File: src/design/audio_pkg.sv
// Shared constants, types and length decoding for the audio serial port
package audio_pkg;

  typedef enum logic [1:0] {FMT_STD, FMT_LJ, FMT_TDM} fmt_t;

  // Length field codes, shared by word length and slot length
  localparam logic [2:0] LEN_8 = 3'h0;
  localparam logic [2:0] LEN_16 = 3'h1;
  localparam logic [2:0] LEN_18 = 3'h2;
  localparam logic [2:0] LEN_20 = 3'h3;
  localparam logic [2:0] LEN_24 = 3'h4;
  localparam logic [2:0] LEN_32 = 3'h5;

  localparam int SAMPLE_W = 32;
  localparam int FIFO_DEPTH = 8;
  localparam logic [5:0] TDM_SLOT_BITS = 6'h20;
  localparam logic [3:0] TDM_SLOTS = 4'h8;
  localparam logic [3:0] STD_SLOTS = 4'h2;
  localparam logic [4:0] BIT_RST = 5'h00;
  localparam logic [2:0] SLOT_RST = 3'h0;
  localparam logic [7:0] DIV_RST = 8'h00;
  localparam logic WS_RST = 1'b0;

  function automatic logic [5:0] len_of(input logic [2:0] code);
    case (code)
      LEN_8: len_of = 6'h08;
      LEN_16: len_of = 6'h10;
      LEN_18: len_of = 6'h12;
      LEN_20: len_of = 6'h14;
      LEN_24: len_of = 6'h18;
      default: len_of = 6'h20;
    endcase
  endfunction

endpackage

File: src/design/sample_fifo.sv
// Sample FIFO with registered read data and registered full flag
module sample_fifo #(
  parameter int WIDTH = 32,
  parameter int DEPTH = 8
) (
  input wire logic ref_clk,
  input wire logic rst,
  input wire logic [WIDTH-1:0] in_data,
  input wire logic in_valid,
  output logic in_ready,
  output logic [WIDTH-1:0] out_data,
  output logic out_valid,
  input wire logic out_ready
);
  localparam int AW = $clog2(DEPTH);

  logic [WIDTH-1:0] mem_q [DEPTH];
  logic [AW-1:0] wr_ptr_q;
  logic [AW-1:0] rd_ptr_q;
  logic [AW:0] cnt_q;
  logic [AW:0] cnt_d;
  logic full_q;
  logic push;
  logic pop;

  assign in_ready = !full_q;
  assign push = in_valid && !full_q;
  // The output stage refills whenever it is empty or being drained
  assign pop = (cnt_q != '0) && (!out_valid || out_ready);

  always_comb begin
    cnt_d = cnt_q;
    if (push && !pop) begin
      cnt_d = cnt_q + 1'b1;
    end else if (pop && !push) begin
      cnt_d = cnt_q - 1'b1;
    end
  end

  always_ff @(posedge ref_clk) begin
    if (push) begin
      mem_q[wr_ptr_q] <= in_data;
    end
  end

  always_ff @(posedge ref_clk or posedge rst) begin
    if (rst) begin
      wr_ptr_q <= '0;
      rd_ptr_q <= '0;
      cnt_q <= '0;
      full_q <= 1'b0;
    end else begin
      if (push) begin
        wr_ptr_q <= wr_ptr_q + 1'b1;
      end
      if (pop) begin
        rd_ptr_q <= rd_ptr_q + 1'b1;
      end
      cnt_q <= cnt_d;
      full_q <= (cnt_d == (AW+1)'(DEPTH));
    end
  end

  always_ff @(posedge ref_clk or posedge rst) begin
    if (rst) begin
      out_valid <= 1'b0;
      out_data <= '0;
    end else if (pop) begin
      out_valid <= 1'b1;
      out_data <= mem_q[rd_ptr_q];
    end else if (out_ready) begin
      out_valid <= 1'b0;
    end
  end

endmodule

File: src/design/audio_serial_port.sv
// Audio serial port: independent transmit and receive with standard, LJ and TDM framing
//
// How it works
// - a master direction drives its own bit clock and word select.
// - transmit and receive each carry their own format and role.
// - every format runs in both master and slave role.
// - formats are standard two-channel, left-justified and eight-slot TDM.
// - each direction's format port selects its framing.
// - one master_slave_select bit per direction sets its role.
// - word length selectable as 8, 16, 18, 20, 24 or 32 bits.
// - slot length likewise selectable, forced to 32 bits in TDM.
// - separate FIFOs buffer transmit and receive samples.
// - control, status and both FIFO ports sit on the host side.
// - bit timing may come from an external master clock pin.
// - a programmable divider derives the bit clock from the source clock.
// - standard: word select low left, high right, one bit early, MSB first.
// - data and word select change on falling edge, sampled on rising.
// - left-justified: word select high left, changes at the first data bit.
// - TDM frame is eight 32-bit slots; active slots come first.
module audio_serial_port (
  input wire logic ref_clk,
  input wire logic rst,
  input wire logic mclk_i,
  input wire logic tx_enable,
  input wire logic tx_master_slave_select,
  input wire audio_pkg::fmt_t tx_format,
  input wire logic [2:0] tx_word_len,
  input wire logic [2:0] tx_slot_len,
  input wire logic [2:0] tx_chan_count,
  input wire logic tx_fill_one,
  input wire logic tx_clk_ext,
  input wire logic [7:0] tx_clk_div,
  input wire logic rx_enable,
  input wire logic rx_master_slave_select,
  input wire audio_pkg::fmt_t rx_format,
  input wire logic [2:0] rx_word_len,
  input wire logic [2:0] rx_slot_len,
  input wire logic [2:0] rx_chan_count,
  input wire logic rx_clk_ext,
  input wire logic [7:0] rx_clk_div,
  input wire logic tx_sck_i,
  output logic tx_sck_o,
  output logic tx_sck_oe_n,
  input wire logic tx_ws_i,
  output logic tx_ws_o,
  output logic tx_ws_oe_n,
  output logic tx_sd_o,
  input wire logic rx_sck_i,
  output logic rx_sck_o,
  output logic rx_sck_oe_n,
  input wire logic rx_ws_i,
  output logic rx_ws_o,
  output logic rx_ws_oe_n,
  input wire logic rx_sd_i,
  input wire logic [31:0] tx_data,
  input wire logic tx_valid,
  output logic tx_ready,
  output logic [31:0] rx_data,
  output logic rx_valid,
  input wire logic rx_ready,
  input wire logic clr_tx_underrun,
  input wire logic clr_rx_overflow,
  output logic tx_underrun,
  output logic rx_overflow
);

  ////////////////////////////////////////////////////////////////////////////
  // Per-direction configuration, index 0 is transmit and 1 is receive

  logic [1:0] en;
  logic [1:0] master;
  logic [1:0] ext;
  audio_pkg::fmt_t fmt [2];
  logic [1:0][5:0] wlen;
  logic [1:0][5:0] slen;
  logic [1:0][3:0] nslots;
  logic [1:0][3:0] nact;
  logic [1:0][7:0] div;

  assign en = {rx_enable, tx_enable};
  assign master = {rx_master_slave_select, tx_master_slave_select};
  assign ext = {rx_clk_ext, tx_clk_ext};
  assign fmt[0] = tx_format;
  assign fmt[1] = rx_format;
  assign div[0] = tx_clk_div;
  assign div[1] = rx_clk_div;

  always_comb begin
    for (int d = 0; d < 2; d++) begin
      wlen[d] = audio_pkg::len_of(d == 0 ? tx_word_len : rx_word_len);
      if (fmt[d] == audio_pkg::FMT_TDM) begin
        slen[d] = audio_pkg::TDM_SLOT_BITS;
        nslots[d] = audio_pkg::TDM_SLOTS;
        nact[d] = {1'b0, d == 0 ? tx_chan_count : rx_chan_count} + 4'h1;
      end else begin
        slen[d] = audio_pkg::len_of(d == 0 ? tx_slot_len : rx_slot_len);
        nslots[d] = audio_pkg::STD_SLOTS;
        nact[d] = audio_pkg::STD_SLOTS;
      end
    end
  end

  ////////////////////////////////////////////////////////////////////////////
  // Pin synchronisers: {mclk, tx_sck, tx_ws, rx_sck, rx_ws, rx_sd}

  logic [5:0] pin_s1_q;
  logic [5:0] pin_s2_q;
  logic [5:0] pin_s3_q;

  always_ff @(posedge ref_clk or posedge rst) begin
    if (rst) begin
      pin_s1_q <= 6'h00;
      pin_s2_q <= 6'h00;
      pin_s3_q <= 6'h00;
    end else begin
      pin_s1_q <= {mclk_i, tx_sck_i, tx_ws_i, rx_sck_i, rx_ws_i, rx_sd_i};
      pin_s2_q <= pin_s1_q;
      pin_s3_q <= pin_s2_q;
    end
  end

  logic mclk_rise;
  logic [1:0] sck_s;
  logic [1:0] sck_p;
  logic [1:0] ws_s;
  logic rx_sd_s;

  assign mclk_rise = pin_s2_q[5] && !pin_s3_q[5];
  assign sck_s = {pin_s2_q[2], pin_s2_q[4]};
  assign sck_p = {pin_s3_q[2], pin_s3_q[4]};
  assign ws_s = {pin_s2_q[1], pin_s2_q[3]};
  assign rx_sd_s = pin_s2_q[0];

  ////////////////////////////////////////////////////////////////////////////
  // Bit clock generation and edge events

  logic [1:0][7:0] div_cnt_q;
  logic [1:0] sck_q;
  logic [1:0] src_tick;
  logic [1:0] half_done;
  logic [1:0] rise;
  logic [1:0] fall;

  always_comb begin
    for (int d = 0; d < 2; d++) begin
      src_tick[d] = ext[d] ? mclk_rise : 1'b1;
      half_done[d] = en[d] && master[d] && src_tick[d] && (div_cnt_q[d] == div[d]);
      // Slave edges come from the synchronised pin, so they lag the wire by two cycles
      rise[d] = master[d] ? (half_done[d] && !sck_q[d])
                          : (en[d] && sck_s[d] && !sck_p[d]);
      fall[d] = master[d] ? (half_done[d] && sck_q[d])
                          : (en[d] && !sck_s[d] && sck_p[d]);
    end
  end

  always_ff @(posedge ref_clk or posedge rst) begin
    if (rst) begin
      div_cnt_q <= '0;
      sck_q <= 2'h0;
    end else begin
      for (int d = 0; d < 2; d++) begin
        if (!en[d] || !master[d]) begin
          div_cnt_q[d] <= audio_pkg::DIV_RST;
          sck_q[d] <= 1'b0;
        end else if (half_done[d]) begin
          div_cnt_q[d] <= audio_pkg::DIV_RST;
          sck_q[d] <= !sck_q[d];
        end else if (src_tick[d]) begin
          div_cnt_q[d] <= div_cnt_q[d] + 8'h01;
        end
      end
    end
  end

  ////////////////////////////////////////////////////////////////////////////
  // Frame position: bit within slot and slot within frame of the current bit

  logic [1:0][4:0] bit_q;
  logic [1:0][2:0] slot_q;
  logic [1:0] ws_prev_q;
  logic [1:0] ws_q;
  logic [1:0][7:0] pos_nx;
  logic [1:0][7:0] pos_eff;
  logic [1:0][7:0] pos_init;

  function automatic logic [7:0] pos_next(input logic [4:0] b, input logic [2:0] s,
                                          input logic [5:0] sl, input logic [3:0] ns);
    if ({1'b0, b} == sl - 6'h01) begin
      pos_next = {(({1'b0, s} == ns - 4'h1) ? 3'h0 : s + 3'h1), 5'h00};
    end else begin
      pos_next = {s, b + 5'h01};
    end
  endfunction

  // Word select level while the given position is on the wire
  function automatic logic ws_level(input audio_pkg::fmt_t f, input logic [7:0] p,
                                    input logic [7:0] pn);
    case (f)
      audio_pkg::FMT_STD: ws_level = pn[5];
      audio_pkg::FMT_LJ: ws_level = (p[7:5] == 3'h0);
      default: ws_level = (p[7:5] == 3'h0);
    endcase
  endfunction

  always_comb begin
    for (int d = 0; d < 2; d++) begin
      pos_nx[d] = pos_next(bit_q[d], slot_q[d], slen[d], nslots[d]);
      pos_init[d] = {nslots[d][2:0] - 3'h1, slen[d][4:0] - 5'h01};
      pos_eff[d] = {slot_q[d], bit_q[d]};
      // A slave locks onto word select edges sampled at the rising edge
      if (!master[d] && ws_s[d] != ws_prev_q[d]) begin
        case (fmt[d])
          audio_pkg::FMT_STD: pos_eff[d] = {2'h0, !ws_s[d], slen[d][4:0] - 5'h01};
          audio_pkg::FMT_LJ: pos_eff[d] = {2'h0, !ws_s[d], 5'h00};
          default: begin
            if (ws_s[d]) begin
              pos_eff[d] = {audio_pkg::SLOT_RST, audio_pkg::BIT_RST};
            end
          end
        endcase
      end
    end
  end

  always_ff @(posedge ref_clk or posedge rst) begin
    if (rst) begin
      bit_q <= '0;
      slot_q <= '0;
      ws_prev_q <= 2'h0;
    end else begin
      for (int d = 0; d < 2; d++) begin
        if (!en[d]) begin
          {slot_q[d], bit_q[d]} <= pos_init[d];
          ws_prev_q[d] <= audio_pkg::WS_RST;
        end else if (fall[d]) begin
          {slot_q[d], bit_q[d]} <= pos_nx[d];
        end else if (rise[d]) begin
          {slot_q[d], bit_q[d]} <= pos_eff[d];
          ws_prev_q[d] <= ws_s[d];
        end
      end
    end
  end

  always_ff @(posedge ref_clk or posedge rst) begin
    if (rst) begin
      ws_q <= {audio_pkg::WS_RST, audio_pkg::WS_RST};
    end else begin
      for (int d = 0; d < 2; d++) begin
        if (!en[d] || !master[d]) begin
          ws_q[d] <= audio_pkg::WS_RST;
        end else if (fall[d]) begin
          ws_q[d] <= ws_level(fmt[d], pos_nx[d], pos_next(pos_nx[d][4:0], pos_nx[d][7:5],
                              slen[d], nslots[d]));
        end
      end
    end
  end

  ////////////////////////////////////////////////////////////////////////////
  // Pin drivers; enables are low while a master drives the pin

  always_ff @(posedge ref_clk or posedge rst) begin
    if (rst) begin
      tx_sck_oe_n <= 1'b1;
      tx_ws_oe_n <= 1'b1;
      rx_sck_oe_n <= 1'b1;
      rx_ws_oe_n <= 1'b1;
    end else begin
      tx_sck_oe_n <= !(tx_enable && tx_master_slave_select);
      tx_ws_oe_n <= !(tx_enable && tx_master_slave_select);
      rx_sck_oe_n <= !(rx_enable && rx_master_slave_select);
      rx_ws_oe_n <= !(rx_enable && rx_master_slave_select);
    end
  end

  assign tx_sck_o = sck_q[0];
  assign rx_sck_o = sck_q[1];
  assign tx_ws_o = ws_q[0];
  assign rx_ws_o = ws_q[1];

  ////////////////////////////////////////////////////////////////////////////
  // Transmit data path

  logic [31:0] tx_word;
  logic tx_word_valid;
  logic tx_take;
  logic tx_slot_start;
  logic tx_active;
  logic [31:0] tx_fill;
  logic [31:0] tx_load;
  logic [31:0] tx_sh_q;
  logic tx_sd_q;

  assign tx_fill = {32{tx_fill_one}};
  assign tx_slot_start = fall[0] && (pos_nx[0][4:0] == 5'h00);
  assign tx_active = ({1'b0, pos_nx[0][7:5]} < nact[0]);
  assign tx_take = tx_slot_start && tx_active && tx_word_valid;
  // Left-align the sample so the MSB leaves first and fill bits trail it
  assign tx_load = tx_take ? ((tx_word << (6'h20 - wlen[0])) | (tx_fill >> wlen[0]))
                           : tx_fill;

  sample_fifo #(
    .WIDTH(audio_pkg::SAMPLE_W),
    .DEPTH(audio_pkg::FIFO_DEPTH)
  ) tx_fifo (
    .ref_clk(ref_clk),
    .rst(rst),
    .in_data(tx_data),
    .in_valid(tx_valid),
    .in_ready(tx_ready),
    .out_data(tx_word),
    .out_valid(tx_word_valid),
    .out_ready(tx_take)
  );

  always_ff @(posedge ref_clk or posedge rst) begin
    if (rst) begin
      tx_sh_q <= 32'h00000000;
      tx_sd_q <= 1'b0;
    end else if (!tx_enable) begin
      tx_sh_q <= 32'h00000000;
      tx_sd_q <= 1'b0;
    end else if (tx_slot_start) begin
      tx_sd_q <= tx_load[31];
      tx_sh_q <= {tx_load[30:0], tx_fill_one};
    end else if (fall[0]) begin
      tx_sd_q <= tx_sh_q[31];
      tx_sh_q <= {tx_sh_q[30:0], tx_fill_one};
    end
  end

  assign tx_sd_o = tx_sd_q;

  always_ff @(posedge ref_clk or posedge rst) begin
    if (rst) begin
      tx_underrun <= 1'b0;
    end else if (tx_slot_start && tx_active && !tx_word_valid) begin
      tx_underrun <= 1'b1;
    end else if (clr_tx_underrun) begin
      tx_underrun <= 1'b0;
    end
  end

  ////////////////////////////////////////////////////////////////////////////
  // Receive data path

  logic [31:0] rx_sh_q;
  logic [31:0] rx_word;
  logic rx_last;
  logic rx_push;
  logic rx_room;
  logic rx_seen_q;

  always_comb begin
    rx_word = rx_sh_q;
    if (pos_eff[1][4:0] == 5'h00) begin
      rx_word = {31'h00000000, rx_sd_s};
    end else if ({1'b0, pos_eff[1][4:0]} < wlen[1]) begin
      rx_word = {rx_sh_q[30:0], rx_sd_s};
    end
  end

  assign rx_last = ({1'b0, pos_eff[1][4:0]} == slen[1] - 6'h01);
  assign rx_push = rise[1] && rx_seen_q && rx_last
                   && ({1'b0, pos_eff[1][7:5]} < nact[1]);

  always_ff @(posedge ref_clk or posedge rst) begin
    if (rst) begin
      rx_sh_q <= 32'h00000000;
    end else if (rise[1]) begin
      rx_sh_q <= rx_word;
    end
  end

  // Nothing is pushed until a slot start was caught, so a sync jump adds no phantom word
  always_ff @(posedge ref_clk or posedge rst) begin
    if (rst) begin
      rx_seen_q <= 1'b0;
    end else if (!rx_enable) begin
      rx_seen_q <= 1'b0;
    end else if (rise[1] && pos_eff[1][4:0] == 5'h00) begin
      rx_seen_q <= 1'b1;
    end
  end

  sample_fifo #(
    .WIDTH(audio_pkg::SAMPLE_W),
    .DEPTH(audio_pkg::FIFO_DEPTH)
  ) rx_fifo (
    .ref_clk(ref_clk),
    .rst(rst),
    .in_data(rx_word),
    .in_valid(rx_push),
    .in_ready(rx_room),
    .out_data(rx_data),
    .out_valid(rx_valid),
    .out_ready(rx_ready)
  );

  // The serial side cannot be stalled, so a word meeting a full FIFO is dropped
  always_ff @(posedge ref_clk or posedge rst) begin
    if (rst) begin
      rx_overflow <= 1'b0;
    end else if (rx_push && !rx_room) begin
      rx_overflow <= 1'b1;
    end else if (clr_rx_overflow) begin
      rx_overflow <= 1'b0;
    end
  end

endmodule

File: config.mk
export PLATFORM = sky130hd
export DESIGN_NAME = audio_serial_port
export DESIGN_NICKNAME = d
export VERILOG_FILES = /design/src/design/audio_pkg.sv /design/src/design/sample_fifo.sv /design/src/design/audio_serial_port.sv
export SDC_FILE = /design/constraint.sdc
export NUM_CORES = 1
export LEC_CHECK = 0
export ABC_AREA = 1
export ABC_CLOCK_PERIOD_IN_PS = 9200
export BUFFER_PORTS_ARGS = -buffer_cell sky130_fd_sc_hd__buf_2
export CAP_MARGIN = 25
export CORE_ASPECT_RATIO = 0.7
export CORE_UTILIZATION = 33
export CTS_CLUSTER_DIAMETER = 40
export DETAILED_ROUTE_END_ITERATION = 16
export GPL_ROUTABILITY_DRIVEN = 0
export GPL_TIMING_DRIVEN = 0
export PLACE_DENSITY_LB_ADDON = 0.05
export SLEW_MARGIN = 10
export SYNTH_ARGS = -nofsm -noshare
export SYNTH_HDL_FRONTEND = slang
export SYNTH_SLANG_ARGS = --single-unit
export TNS_END_PERCENT = 10
File: constraint.sdc
create_clock -name ref_clk -period 9.2 [get_ports ref_clk]
set_clock_uncertainty 0.05 [all_clocks]
set_input_delay 1.84 -clock ref_clk [delete_from_list [all_inputs] [get_ports ref_clk]]
set_output_delay 1.84 -clock ref_clk [all_outputs]
set_load 0.01 [all_outputs]
== Word-level counts from Yosys, hierarchy flattened ==
Memories as Yosys holds them, arrays and structs flattened. A register that Yosys moved wholly into a read port is not among the register bits.
Cells that the tools add are included.

* Add/subtract/negate cells: 29
* Magnitude comparators: 3
* Equal/unequal tests: 45
* Shift operators: 2
* Multiplexer cells: 91
* Bitwise gates (word level): 1
* Reduce and logical (&&, ||, !) cells: 90

{| class="wikitable"
|+ Operator list
! cell !! count
|-
| $mux W32 || 6
|-
| $pmux W6 S5 || 4
|-
| $mux W8 || 12
|-
| $mux W1 || 41
|-
| $logic_and A1 B1 Y1 || 38
|-
| $mux W4 || 8
|-
| $or A32 B32 Y32 || 1
|-
| $pmux W8 S2 || 2
|-
| $shl A32 B6 Y32 || 1
|-
| $shr A32 B6 Y32 || 1
|-
| $eq A5 B6 Y1 || 5
|-
| $mux W5 || 6
|-
| $eq A3 B2 Y1 const B || 8
|-
| $mux W3 || 8
|-
| $mux W6 || 4
|-
| $logic_not A1 Y1 || 23
|-
| $add A5 B1 Y5 const B || 4
|-
| $add A3 B1 Y3 const B || 6
|-
| $logic_not A3 Y1 || 6
|-
| $add A8 B1 Y8 const B || 2
|-
| $eq A3 B4 Y1 || 4
|-
| $eq A8 B8 Y1 || 2
|-
| $reduce_bool A2 Y1 || 8
|-
| $sub A4 B1 Y4 const B || 4
|-
| 26 further kinds || 57
|}

* Register bits: 150
* RAM bits: 512
* Bits of input ports: 89
* Word-level logic and storage cells: 296
* Memories: 2

{| class="wikitable"
|+ Memories
! name !! words !! width !! read ports !! clocked after Yosys merged registers in !! write ports !! line !! text
|-
| rx_fifo.mem_q || 8 || 32 || 1 || 1 || 1 || sample_fifo.sv:17 || <nowiki>logic [WIDTH-1:0] mem_q [DEPTH];</nowiki>
|-
| tx_fifo.mem_q || 8 || 32 || 1 || 1 || 1 || sample_fifo.sv:17 ||
|}

== Depth between registers and ports, before layout ==
Gate-level depths: netlist (run 1).

* Depth in word-level cells: 16
* Mapped depth: 30
* Gate-level depth less buffers: 30

== Hierarchy ==
From an unflattened synthesis (run 1), not the netlist that was laid out.

* Cell total of the unflattened synthesis: 3172
* Area total of the unflattened synthesis: 32568.7 µm²

{| class="wikitable"
|+ By module, submodules not included
! module !! times used !! cells an instance !! area an instance (µm²) !! sequential area each (µm²)
|-
| sample_fifo at rx_fifo || 1 || 891 || 11716.2 || 8788.4
|-
| sample_fifo at tx_fifo || 1 || 873 || 11672.4 || 8788.4
|-
| audio_serial_port || 1 || 1408 || 9180.1 || 3080.5
|}

== Worst setup path before layout (run 1) ==
No wires, ideal clock.

* Path kind: input to register
* From: input port rx_format[0]
* To: memory rx_fifo.mem_q[4][0] (enable)
* Data arrival time: 6.032 ns
* Path slack: 2.657 ns
* Cell stages on the path: 15
* Buffers on the path: 1
* Cell sequence: inv_1 > nand2_1 > buf_2 > nand2_1 > ha_1 > inv_1 > nand2_1 > nand2_1 > o22ai_1 > or2_1 > o2111ai_1 > nor2_1 > nand3_2 > or2_2 > nor3_1

* Cells in the longest elaborated chain, start to end: 11

{| class="wikitable"
|+ RTL lines
! what !! line !! text
|-
| start: declaration || audio_serial_port.sv:35 || <nowiki>input wire audio_pkg::fmt_t rx_format,</nowiki>
|-
| $eq A2 B2 Y1 || audio_serial_port.sv:91 || <nowiki>if (fmt[d] == audio_pkg::FMT_TDM) begin</nowiki>
|-
| $mux W6 || audio_serial_port.sv:91 ||
|-
| $sub A5 B1 Y5 || audio_serial_port.sv:213 || <nowiki>audio_pkg::FMT_STD: pos_eff[d] = {2'h0, !ws_s[d], slen[d][4:0] - 5'h01};</nowiki>
|-
| $pmux W8 S2 || audio_serial_port.sv:212 || <nowiki>case (fmt[d])</nowiki>
|-
| $mux W8 || audio_serial_port.sv:211 || <nowiki>if (!master[d] && ws_s[d] != ws_prev_q[d]) begin</nowiki>
|-
| $eq A5 B6 Y1 || audio_serial_port.sv:364 || <nowiki>assign rx_last = ({1'b0, pos_eff[1][4:0]} == slen[1] - 6'h01);</nowiki>
|-
| $logic_and A1 B1 Y1 || audio_serial_port.sv:365 || <nowiki>assign rx_push = rise[1] && rx_seen_q && rx_last</nowiki>
|-
| $logic_and A1 B1 Y1 * || audio_serial_port.sv:366 || <nowiki>&& ({1'b0, pos_eff[1][7:5]} < nact[1]);</nowiki>
|-
| $logic_and A1 B1 Y1 * || sample_fifo.sv:27 || <nowiki>assign push = in_valid && !full_q;</nowiki>
|-
| $mux W1 * || sample_fifo.sv:41 || <nowiki>if (push) begin</nowiki>
|-
| $mux W1 (not written as such) * || sample_fifo.sv:42 || <nowiki>mem_q[wr_ptr_q] <= in_data;</nowiki>
|-
| end: declaration || sample_fifo.sv:17 ||
|}

Every way passes the cells marked *; elsewhere a longest branch is shown, timed or not.

== Worst setup path after layout (run 1) ==
* From: input port rx_format[0]
* To: register rx_sh_q[23]

* Cells in the longest elaborated chain, start to end: 8

{| class="wikitable"
|+ RTL lines
! what !! line !! text
|-
| $eq A2 B2 Y1 || audio_serial_port.sv:91 ||
|-
| $mux W6 || audio_serial_port.sv:91 ||
|-
| $sub A5 B1 Y5 || audio_serial_port.sv:213 ||
|-
| $pmux W8 S2 * || audio_serial_port.sv:212 ||
|-
| $mux W8 * || audio_serial_port.sv:211 ||
|-
| $lt A5 B6 Y1 || audio_serial_port.sv:359 || <nowiki>end else if ({1'b0, pos_eff[1][4:0]} < wlen[1]) begin</nowiki>
|-
| $mux W32 || audio_serial_port.sv:359 ||
|-
| $mux W32 * || audio_serial_port.sv:357 || <nowiki>if (pos_eff[1][4:0] == 5'h00) begin</nowiki>
|-
| named net rx_fifo.in_data[23] || sample_fifo.sv:8 || <nowiki>input wire logic [WIDTH-1:0] in_data,</nowiki>
|-
| end signal: assignment || audio_serial_port.sv:372 || <nowiki>rx_sh_q <= rx_word;</nowiki>
|-
| end: declaration || audio_serial_port.sv:348 || <nowiki>logic [31:0] rx_sh_q;</nowiki>
|}

Mark *: on every way through the listed nets, which the timed path passes. The rest lies on a longest branch.
A chain may end at the register's enable or synchronous reset.

==> reports/summary.md, run 1 <==
The flow ran to the end, and the final reports show no timing, DRC or antenna violations. The multi-input combinational cells in the finished layout cover a total of 9690 um2. The pin count of the biggest net entering global routing is 75.

The element type at the critical path end is a register. The number of global-route vias before repair is 23300. The cell at the slowest stage of the critical path was a21oi_1.

The combinational family with the most area after synthesis is compound AO/OA/AOI/OAI gates. Routed via count: 24000. Clock root buffer: clkbuf_16. The run gives 11.8 mW as the total chip power. The critical path runs through a total of 18 cells.

After detailed routing, the average wire length per cell comes to 22.2 um. The vertical extent of the die came out at 261 um. The sequential cells in the finished layout cover a total of 20700 um2. The number of buffers inserted for hold repair after clock tree synthesis came out at 0. The logs give 0.210 for the aggregate global-route resource usage and 0.292 for the combinational share of power.

The tools report the data required time of the critical path as 9.73 ns. Number of different library cells in the post-synthesis netlist: 57. The clock passes through at most 3 buffers. The global route total overflow is 0, and the power density over the cells is 308 nW/um2.

HPWL after detailed placement: 71.8 mm. The part of the power in registers is 0.362, and the stage delay of the slowest cell on the critical path is 0.64 ns. Counting flops and latches in the post-synthesis netlist gives 723. The floorplan has 94 rows. Number of antenna violations at the first check in global routing: 10. In the synthesized netlist, the number of instances is 2950.

The share of total power consumed by net switching is 0.366. The simple-gate share of the synthesized area was 0.128; the multiplexer fraction of the synthesized cell area was 0.000632. For this design the top-level I/O count stands at 134.

The top cell types in the final layout, fill and taps aside, are edfxtp_1, o21ai_0, nand2_1, nor2_1, dfrtp_1. The number of enable-type register cells in the synthesized netlist was 512; the via count normalized by instance count was 5.23. Data arrival time of the critical path: 6.75 ns. The final cell utilization of the core was 0.405; the fraction of the mapped netlist area in compound gates was 0.153. The tools report the remaining antenna violation count as 0.

Kind of path behind the tightest hold check: register to register. Walking the worst path, the cells encountered are buf_2 > inv_1 > nand2_1 > buf_2 > nand2_1 > ha_1 > nand3_1 > nand2_1 > o22ai_1 > ha_1 > a21oi_1 > o21ai_0 > nor2_1 > clkbuf_1 > o21ai_0 > a21oi_1 > nand2_1 > o21ai_0. The most used flip-flop cell after synthesis is edfxtp_1. VDD sags by at most 0.173 mV. From synthesis to final layout, the design area changed by 20.9%. The TritonCTS sink count was 723.

The final count of hold timing violations was 0. The tools report the number of maximum-capacitance violations as 0. The xor/xnor cell area share of the yosys netlist is 0.00995, and the share of cells above drive strength 1 is 0.134. For the final routed database, the setup TNS stands at 0 ns.

Setup repair after global routing left no endpoint under its margin. Leaving out fill and tap cells, the most frequent cell in the layout is edfxtp_1. For this run, design rule violations remaining after detail routing come to 0. Summed over all nets, the switching power comes to 4.33 mW. The number of cells on the worst reg-to-reg path works out to 18.

The area of the placeable core was 94600 um2. The run gives 0 as the number of instances resized during post-cts repair. STA classifies the critical path startpoint as a primary input. For this design the static power due to leakage is 14.5 nW. Clock transition at the registers of the reported paths: 0.06 ns. The adder-cell area share of the yosys netlist was 0.0111; the H-tree level count was 3. Total wire length after detailed routing: 102 mm. For this run, the number of Yosys warnings is 0. On the critical path the largest part of the delay comes from compound AO/OA/AOI/OAI gates.

Summing every instance area after synthesis gives 31700 um2. The worst-case headroom to the max-slew limit is 0.372. The number of buffers and inverters on the critical path was 4.

The logs give 0 for the final-report setup violation count and 106 for the number of buffers inserted during clock tree synthesis. The floorplan step defined a die boundary enclosing 97300 um2. The worst hold path depth works out to 0. The cell that appears most often on the critical path is nand2_1. Static timing analysis puts the maximum clock frequency at 161 MHz. The post-synthesis area per instance came out at 10.7 um2. The fill cell instance count of the final layout is 9121, and the async set-or-reset flop fraction in the synthesized netlist is 0.292. For this run, the post-layout net count is 3356. TritonCTS built the clock tree. The final-report max-slew violation count is 0, and the width of the chip is 372 um. The sequential area share after synthesis came out at 0.652. At the later pin of the worst-skew pair, clock insertion delay measures 0.70 ns. Final worst-path cycle share: 0.676. The internal cell power is 7.48 mW. Of all nets on the critical path, the largest fanout is 10. The post-CTS setup buffer count is 0, and the first-pass detailed-route iteration total is 5. The number of antenna diodes is 0, and the wire length of the first global-routing pass is 152 mm. After layout, the minimum clock period comes to 6.21 ns.

The clock share of power is 0.346. The run gives 2211 as the violation count after the first detailed-routing iteration. For the pin with the worst max-slew slack, the measured transition is 0.942 ns. The start-to-end type of the worst setup path was primary input to register.

Net count of the mapped netlist: 3067. Buffers placed on the I/O ports in this run total 133. Initial standard-cell utilization of the core: 0.335.
==> flip-flops by register name, indices dropped and copies added (netlist names), 6 cells and up <==
| name | flops |
|---|---|
| tx_sh_q | 32 |
| rx_fifo.mem_q | 256 |
| slot_q | 6 |
| div_cnt_q | 16 |
| pin_s2_q | 6 |
| bit_q | 10 |
| rx_fifo.out_data | 32 |
| tx_fifo.mem_q | 256 |
| rx_sh_q | 32 |
| pin_s1_q | 6 |
| tx_fifo.out_data | 32 |
==> per-layer routing <==
metal	part of all wire	global-route usage	routed length, um
met1	0.50	0.326	51000
met2	0.41	0.292	41200
met3	0.075	0.0517	7570
met4	0.017	0.0423	1710
met5	0.00065	0	66
==> logic make-up after synthesis <==
group                      Yosys count
buffers and inverters              369
muxes                                2
xor gates and xnor gates            36
DFF                                723
and+or+nand+nor                    958
adders and majority gates           28
AOI/OAI and AO/OA                  834
==> worst register-to-register path: stages, from the launching register on <==
cell and delay [ns]:
dfrtp_1 0.43, nand2_1 0.12, nand2_1 0.07, nor2_2 0.14
nand2_1 0.16, inv_1 0.09, o21ai_0 0.10, o21ai_1 0.30
ha_1 0.32, o21ai_0 0.11, nor2_1 0.07, o31ai_1 0.07
inv_1 0.07, nor2_1 0.56, clkbuf_1 0.62, o21ai_0 0.40
a21oi_1 0.64, nand2_1 0.27, o21ai_0 0.14
==> synthesized netlist by cell type, types with 52 or more instances <==
cell type / n / area (um2)
a21oi_1: 81 / 405
clkbuf_1: 145 / 544
dfrtp_1: 209 / 5230
edfxtp_1: 512 / 15400
inv_1: 187 / 702
nand2_1: 400 / 1500
nand3_1: 105 / 526
nor2_1: 347 / 1300
o211ai_1: 66 / 495
o21ai_0: 491 / 2460
o221ai_1: 93 / 815
o22ai_1: 52 / 325
==> through the flow <==
stage	hold slack [ns]	area, um2	cells	setup WS, ns
6_report	0.298	38300	4581	2.99
3_5_place_dp	0.285	34700	4379	2.48
2_1_floorplan	0.281	31700	2950	1.55
3_3_place_gp	0.283	33900	4331	-2.09
4_1_cts	0.298	38300	4581	3.20
5_1_grt	0.316	38300	4581	2.65
==> cell type report <==
class,instances,area share
well taps,1248,0.0408
clock buffers,132,0.0740
flip-flops and latches,723,0.539
inverters,202,0.0201
multi-input cells,1858,0.253
plain buffers,167,0.0176
clock inverters,70,0.0207
repair buffers,181,0.0344
==> worst paths after layout <==
kind,start,endpoint,slack [ns]
setup / recovery,rx_format[0],rx_sh_q[23],2.99
hold / removal,pin_s1_q[5],pin_s2_q[5],0.30
setup reg to reg,pin_s2_q[1],rx_sh_q[23],4.39
hold reg to reg,pin_s1_q[5],pin_s2_q[5],0.30
max in group asynchronous,rst,tx_ws_oe_n,7.08
min in group asynchronous,rst,rx_fifo.out_data[20],1.13
==> power groups by stage <==
stage	Combinational, mW	Clock, mW	Sequential [mW]
2_1_floorplan	1.94	0	4.32
6_report	3.45	4.09	4.27
5_1_grt	3.83	4.32	4.32
3_3_place_gp	3.32	0	4.35
4_1_cts	3.46	4.17	4.28
3_5_place_dp	3.45	0	4.34
(Power assumes the default switching activity.)
==> inputs of run 2 (changes only) <==
ABC_AREA = 0   (was 1)
ABC_CLOCK_PERIOD_IN_PS = 5500   (was 9200)
clock period = 5.5 ns   (was 9.2 ns; I/O delays follow)
==> run 2 against run 1 <==
Compared with the run above:
- combinational power up 13%
- via count shrank 19%
- critical endpoint is now tx_sh_q[12]
- critical path type unchanged
- highest routed layer unchanged
- die area down 0.33%
==> reports/summary.md, run 2 <==
Setup repair after global routing could not meet its margin everywhere. The tools report the violation count after the first detailed-routing iteration as 1379 (-38%). The run gives 6.00 ns (-3.73 ns) as the data required time of the critical path.

For the layout net count, the log shows 2532 (-25%). The endpoint with the worst hold slack is pin_s2_q[2]. For the HPWL after detailed placement, the log shows 59.8 mm (-17%). Detailed-route DRC error count: 0 (unchanged). The data arrival time of the critical path is 5.83 ns (-0.92 ns). For the wire length of the first global-routing pass, the log shows 127 mm (-16%). For the die footprint, the log shows 96900 um2 (-0.33%).

The tools report the part of the power in registers as 0.380 (+0.018). The tools report the startpoint kind of the worst setup timing path as a primary input. The simple-gate share of the synthesized area works out to 0.0699 (-0.0581). The startpoint of the worst-slack reg-to-reg timing path is bit_q[0].

Counting instances in the post-synthesis netlist gives the leading cell types as edfxtp_1, dfrtp_1, nor2_1. The adder-cell area share of the yosys netlist came out at 0.0117 (+0.000671). The worst setup path is captured at a register.

The via count normalized by instance count came out at 5.14 (-1.7%). The tools report the startpoint of the worst hold path as pin_s1_q[2]. Top cell type's share of synthesized area: 0.487 (+0.00163). The logs give 2215 (-28%) for the net count of the mapped netlist and 93 (+63%) for the number of different library cells in the post-synthesis netlist. The maximum fanout along the worst path was 10 (unchanged). The fraction of the mapped netlist area in compound gates is 0.0779 (-0.0751), and the clock share of power is 0.401 (+0.055).

The async set-or-reset flop fraction in the synthesized netlist works out to 0.292 (unchanged). The maximum ir drop on the vdd rail is 0.234 mV (+36%). The critical path is of the primary input to register type.

The library cells used most frequently in the layout, excluding fill and tap cells, are edfxtp_1, dfrtp_1, nor2_1, mux2i_1, buf_2. The number of maximum-capacitance violations is 0 (unchanged), and the clock latency of the later-clocked register in the worst-skew pair is 0.71 ns (about the same). Sorting the synthesized cells by area gives the leading types as edfxtp_1, dfrtp_1, mux4_2. The clock period could shrink to 5.33 ns. The run gives 94 (unchanged) as the count of standard-cell rows. TritonCTS built the clock tree. After synthesis, the largest family of logic cells by area is multiplexers. The cell at the slowest stage of the critical path is or4_1. The run gives 5.26 mW (+21%) as the switching power. The run gives 3 (unchanged) as the H-tree level count. Global route total overflow: 0 (unchanged). The final count of hold timing violations was 0 (unchanged). Walking the worst path, the cells encountered are buf_2 > nand2b_1 > buf_4 > and3_2 > inv_1 > ha_1 > xor2_1 > o2111ai_1 > a2111oi_4 > nand2_1 > o21ai_1 > a21oi_1 > ha_1 > or4_1 > nor2_1 > a21o_1 > o21ai_2 > buf_2 > nand2_1 > nand2_1 > a21oi_1 > o31ai_1.

The actual slew at the worst max-slew pin is 1.06 ns (+0.116 ns), and the clock tree buffer depth is 3 (unchanged). The post-detailed-route wirelength per cell was 22.4 um (+1.0%); the area of the mapped netlist was 31600 um2 (-0.34%). The tools report the aggregate global-route resource usage as 0.176 (-0.0339). The number of instances in the synthesized netlist is 2098 (-29%). The fill cell instance count of the final layout is 8709 (-4.5%).

The share of cells above drive strength 1 works out to 0.252 (+0.118). The multiplexer fraction of the synthesized cell area was 0.148 (+0.147); the internal cell power was 12.5 mW (+67%). The power density over the cells is 459 nW/um2 (+49%).

The worst slack at placement is -0.857 ns (-3.34 ns). The number of primary I/O pins was 134 (unchanged); the worst-case register-to-register setup slack was 1.15 ns (-3.24 ns). For the final cell utilization of the core, the log shows 0.410 (+0.00495).

The run gives 0 (unchanged) as the final-report setup violation count. The remaining antenna violation count was 0 (unchanged); the flip-flop and latch count after synthesis was 723 (unchanged). The vertical extent of the die came out at 261 um (-0.17%). The tools report the total wire length after detailed routing as 84.1 mm (-17%). The stage delay of the slowest cell on the critical path was 0.55 ns (-0.09 ns); the sequential area share after synthesis was 0.654 (+0.00220). The tools report the first-pass detailed-route iteration total as 5 (unchanged). The run gives 723 (unchanged) as the TritonCTS sink count. The area overhead of the layout relative to synthesis is 22.4%, and the highest clock rate is 188 MHz. The routed via count is 19300 (-19%), and the number of enable-type register cells in the synthesized netlist is 512 (unchanged). The reported leakage power is 13.9 nW (-3.8%), and the final worst-path cycle share is 0.969.

For the number of antenna violations at the first check in global routing, the log shows 13 (+3). The endpoint identified for the worst register-to-register timing path is tx_sh_q[12]. The tools report the Yosys warning count as 0 (unchanged). The pin count of the biggest net entering global routing was 36 (-52%); the width of the chip was 372 um (-0.17%). The run gives 0 ns (unchanged) as the sum of negative setup slack. The most used flip-flop cell after synthesis is edfxtp_1. The number of buffer cells added on primary ports came out at 129 (-3.0%).

Worst hold margin: 0.295 ns (-0.00286 ns). The flow ran to the end, and the final reports show no timing, DRC or antenna violations. The clock root buffer was clkbuf_16.

The xor/xnor cell area share of the yosys netlist was 0.0186 (+0.00863). The min-delay analysis places its worst path in the category register to register. The worst-case headroom to the max-slew limit is 0.295 (-0.0772), and the area of the placeable core is 94300 um2 (-0.25%). The final worst slack is 0.172 ns (-2.81 ns). The largest registers in the layout are rx_fifo.mem_q x256, tx_fifo.mem_q x256. The clock transition at the registers of the reported paths is 0.05 ns (about the same), and the combinational share of power is 0.219 (-0.073). The tools report the initial standard-cell utilization of the core as 0.335 (about the same).

Number of global-route vias before repair: 19600 (-16%). The number of cells on the worst reg-to-reg path was 16 (-2). The number of buffers inserted during clock tree synthesis is 106 (unchanged). The largest area contributor in the netlist is edfxtp_1.

The number of buffers inserted for hold repair after clock tree synthesis was 0 (unchanged); the worst hold path depth was 0 (unchanged). The most common cell after layout, fill and taps aside was edfxtp_1. Counting stages on the worst path, the most repeated cell is nand2_1.

The post-synthesis area per instance was 15.1 um2 (+40%). The run gives 0 (unchanged) as the final-report max-slew violation count. The share of total power consumed by net switching came out at 0.296 (-0.0705). The most frequent cell after synthesis was edfxtp_1.
-- run 2: per-layer routing --
layer	vias up	GRT usage	routed length [um]
met4	12	0.0452	1780
li1	8804	-	-
met2	450	0.241	34200
met1	9907	0.277	43700
met3	150	0.0382	4390
met5	-	0	69
-- run 2: cell families after synthesis --
logic type,Yosys count
DFF,723
and+or+nand+nor,459
AOI/OAI and AO/OA,368
muxes,299
buffers and inverters,152
xor gates and xnor gates,67
adders and majority gates,30
-- run 2: power groups by stage --
| stage | registers (mW) | logic [mW] | clock network, mW |
|---|---|---|---|
| detailed placement | 6.85 | 3.94 | 0 |
| CTS | 6.75 | 3.96 | 7.33 |
| global placement | 6.87 | 3.72 | 0 |
| finish | 6.75 | 3.89 | 7.12 |
| floorplan | 6.82 | 2.43 | 0 |
| global route | 6.80 | 4.24 | 7.53 |
-- run 2: what timing repair did --
| item | 4_1_cts | 5_1_grt |
|---|---|---|
| endpoints found under the setup margin | 33 | 69 |
| resized for setup | 0 | 18 |
| setup buffers | 3 | 0 |
| pin swaps | 1 | 3 |
-- run 2: metrics by stage --
step	area (um2)	power, mW	cells
after global routing	38700	18.6	3757
after floorplan	31600	9.25	2098
after CTS	38600	18.0	3753
final	38700	17.8	3758
after detailed placement	34700	10.8	3549
after global placement	33800	10.6	3475
-- run 2: cell type report --
cell class | count | area, um2 | share of cell area
diodes | 2 | 5.00 | 0.000129
plain buffers | 122 | 529 | 0.0137
clock buffers | 115 | 2740 | 0.0708
clock inverters | 86 | 1090 | 0.0282
inverters | 30 | 116 | 0.00301
multi-input cells | 1223 | 10400 | 0.269
flip-flops and latches | 723 | 20700 | 0.534
well taps | 1248 | 1560 | 0.0404
repair buffers | 209 | 1560 | 0.0403
-- run 2: how the worst max path moves through the flow --
stage	from	to	slack [ns]	cells after the start
floorplan	rx_format[0]	rx_fifo.mem_q[6][0]	-1.26	10
global placement	rx_format[0]	rx_fifo.mem_q[6][12]	-6.68	11
detailed placement	tx_format[0]	tx_fifo.out_data[12]	-0.86	21
CTS	tx_format[0]	tx_sh_q[3]	-0.008	21
global route	tx_format[0]	tx_sh_q[24]	-0.05	22
finish	tx_format[0]	tx_sh_q[12]	0.17	22
-- run 2: worst max-delay path: cells and delay by family --
kind / cells / cell delay [ns]
xor+xnor: 1 / 0.17
simple gates: 7 / 1.65
buf+inv: 4 / 0.60
compound gates: 8 / 1.74
fa+ha+maj: 2 / 0.58
==> inputs of run 3 (changes only) <==
CORE_MARGIN = 2   (was default)
SETUP_SLACK_MARGIN = 0.3   (was default)
SLEW_MARGIN = 15   (was 10)
==> run 3 against run 2 <==
Compared with the run above:
- fmax rose by 4.1%
- core utilization grew 0.14 points
- first-iteration DRC count up 3.0%
- wire length is 0.70% higher
- sequential share of layout area down 0.24 points
- via count is 0.89% higher
- power shrank 0.72%
==> reports/summary.md, run 3 (synthesis results as in run 2) <==
The run finished with clean final reports. The post-layout instance count excluding filler cells is 3775 (+0.45%), and the reported leakage power is 14.0 nW (+0.69%). The tools report the H-tree level count as 3 (unchanged). The detailed-route DRC error count was 0 (unchanged). Final design area excluding fillers: 38800 um2 (+0.46%). The data arrival time of the critical path was 5.65 ns (-0.18 ns).

The largest registers in the layout are rx_fifo.mem_q x256, tx_fifo.mem_q x256. Remaining antenna violation count: 0 (unchanged). The number of buffer cells added on primary ports came out at 129 (unchanged).

The run gives 0.334 (-0.000417) as the initial standard-cell utilization of the core. The run gives 0 (unchanged) as the global route total overflow. The tools report the startpoint kind of the worst setup timing path as a primary input. Traced cell by cell, the critical path runs through clkbuf_4 > nand2b_4 > buf_6 > and3_4 > inv_1 > ha_4 > xor2_2 > o2111ai_2 > a2111oi_4 > buf_4 > nand3_1 > xor2_1 > a21oi_1 > ha_1 > or4_4 > nor4_4 > mux2_4 > o21ai_4 > or2_4 > nor3_4 > buf_6 > buf_4 > a21oi_1 > o21ai_1.

For the clock latency of the later-clocked register in the worst-skew pair, the log shows 0.68 ns (-0.03 ns). The wire length of the first global-routing pass was 128 mm (+1.1%). Worst slack at placement: -0.824 ns (+0.0329 ns). The violation count after the first detailed-routing iteration is 1420 (+3.0%), and the power density over the cells is 454 nW/um2 (-1.2%). The width of the chip was 374 um (+0.54%). TritonCTS sink count: 723 (unchanged). For the final worst slack, the log shows 0.384 ns (+0.212 ns).

The run gives 94 (unchanged) as the count of standard-cell rows. The run gives 134 (unchanged) as the number of primary I/O pins. Area of the placeable core: 94400 um2 (+0.12%). The total wire length after detailed routing was 84.7 mm (+0.70%). The highest clock rate came out at 195 MHz (+4.1%). The register area is 20700 um2 (unchanged). The cell area after placement was 34800 um2 (+0.27%); the total instance count after detailed placement was 3559 (+0.28%). The multi-input gate area in the final layout was 10600 um2 (+1.4%); the via count normalized by instance count was 5.16 (+0.44%).

The share of cells above drive strength 1 is 0.263 (+0.0108), and the minimum clock period after layout is 5.12 ns (-0.212 ns). The number of global-route vias before repair is 19800 (+1.3%), and the area overhead of the layout relative to synthesis is 23.0%. The root buffer cell chosen for the clock tree is clkbuf_16. Aggregate global-route resource usage: 0.173 (-0.00305).

The most common cell after layout, fill and taps aside is edfxtp_1. The logs give 0 (unchanged) for the final-report max-slew violation count and 2548 (+0.63%) for the layout net count. Clock tree buffer depth: 3 (unchanged).

The min-delay analysis places its worst path in the category register to register. The maximum fanout along the worst path is 10 (unchanged). The first-pass detailed-route iteration total came out at 7 (+2). The worst setup path is captured at a register. The tools report the maximum ir drop on the vdd rail as 0.269 mV (+15%). The cell at the slowest stage of the critical path was or4_4. The start-to-end type of the worst setup path was primary input to register. For the number of antenna violations at the first check in global routing, the log shows 16 (+3).

The tools report the final-report setup violation count as 0 (unchanged). The tools report the fill cell instance count of the final layout as 8708 (-0.011%). Worst-case headroom to the max-slew limit: 0.334 (+0.0385). The die footprint is 98200 um2 (+1.3%).

For the number of maximum-capacitance violations, the log shows 0 (unchanged). The final count of hold timing violations was 0 (unchanged); the actual slew at the worst max-slew pin was 1.00 ns (-0.0578 ns). The tools report the number of buffers inserted during clock tree synthesis as 105 (-0.94%).

The clock transition at the registers of the reported paths came out at 0.06 ns (about the same). The vertical extent of the die works out to 263 um (+0.77%). The final worst-path cycle share came out at 0.930 (-0.0386).

Setup repair after global routing could not meet its margin everywhere. For the data required time of the critical path, the log shows 6.04 ns (+0.04 ns). TritonCTS built the clock tree. Post-detailed-route wirelength per cell: 22.4 um (+0.25%). The stage delay of the slowest cell on the critical path works out to 0.56 ns (about the same). Pin count of the biggest net entering global routing: 35 (-2.8%). For the HPWL after detailed placement, the log shows 60.7 mm (+1.5%). The routed via count came out at 19500 (+0.89%).

In the layout the commonest cells are edfxtp_1, dfrtp_1, nor2_1, mux2i_1, buf_2.
-- run 3: cell count changes in the layout (fill, tap and decap cells not counted), moves of 6 or more --
cell | before | now
a21oi_1 | 125 | 119
a21oi_2 | 2 | 8
buf_6 | 14 | 24
clkbuf_1 | 77 | 83
clkinv_4 | 13 | 4
clkinvlp_4 | 20 | 13
-- run 3: routing by layer --
metal	global-route usage	wire length, um
met1	0.264	42600
met2	0.245	35400
met3	0.0409	4750
met4	0.0419	1850
met5	0	77
-- run 3: per-stage QoR --
stage / hold slack (ns) / util / setup TNS, ns / total power [mW]
after floorplan: 0.281 / - / -123.46 / 9.25
after global placement: 0.292 / 0.358 / -1408.72 / 10.6
after detailed placement: 0.289 / 0.369 / -66.04 / 10.8
after CTS: 0.299 / 0.408 / 0 / 17.9
after global routing: 0.308 / 0.411 / 0 / 18.5
final: 0.299 / 0.411 / 0 / 17.6
-- run 3: power by group --
part / internal (mW) / switching [mW]
combinational: 1.68 / 2.27
sequential: 6.43 / 0.314
clock: 4.33 / 2.62
total: 12.4 / 5.21
-- run 3: timing repair --
action	CTS	global route
endpoints found under the hold margin	0	0
pin swaps	3	11
setup buffers	3	6
resized for setup	7	48
hold buffers	0	0
endpoints found under the setup margin	66	116
-- run 3: layout make-up --
| type | count | share of cell area |
|---|---|---|
| flip-flops and latches | 723 | 0.532 |
| multi-input cells | 1223 | 0.272 |
| clock buffers | 125 | 0.0725 |
| repair buffers | 226 | 0.0438 |
| well taps | 1248 | 0.0402 |
| clock inverters | 74 | 0.0227 |
| plain buffers | 122 | 0.0139 |
| inverters | 30 | 0.00300 |
| diodes | 4 | 0.000258 |
-- run 3: critical path: cells and delay by family --
kind | cells | cell delay [ns]
AO/OA/AOI/OAI | 6 | 1.03
XOR/XNOR | 2 | 0.30
adder cells (fa/ha/maj) | 2 | 0.55
buffers and inverters | 6 | 0.79
multiplexers | 1 | 0.24
AND/OR/NAND/NOR | 7 | 1.62
-- run 3: final timing paths --
path	endpoint	slack, ns	start	depth (start not counted)
worst min-delay path	pin_s2_q[0]	0.30	pin_s1_q[0]	0
max in group asynchronous	tx_fifo.out_data[20]	3.96	rst	5
min in group asynchronous	rx_fifo.out_data[18]	0.42	rst	2
worst max register to register	tx_sh_q[8]	1.24	bit_q[0]	18
worst min register to register	pin_s2_q[0]	0.30	pin_s1_q[0]	0
worst max-delay path	tx_sh_q[8]	0.38	tx_format[0]	24
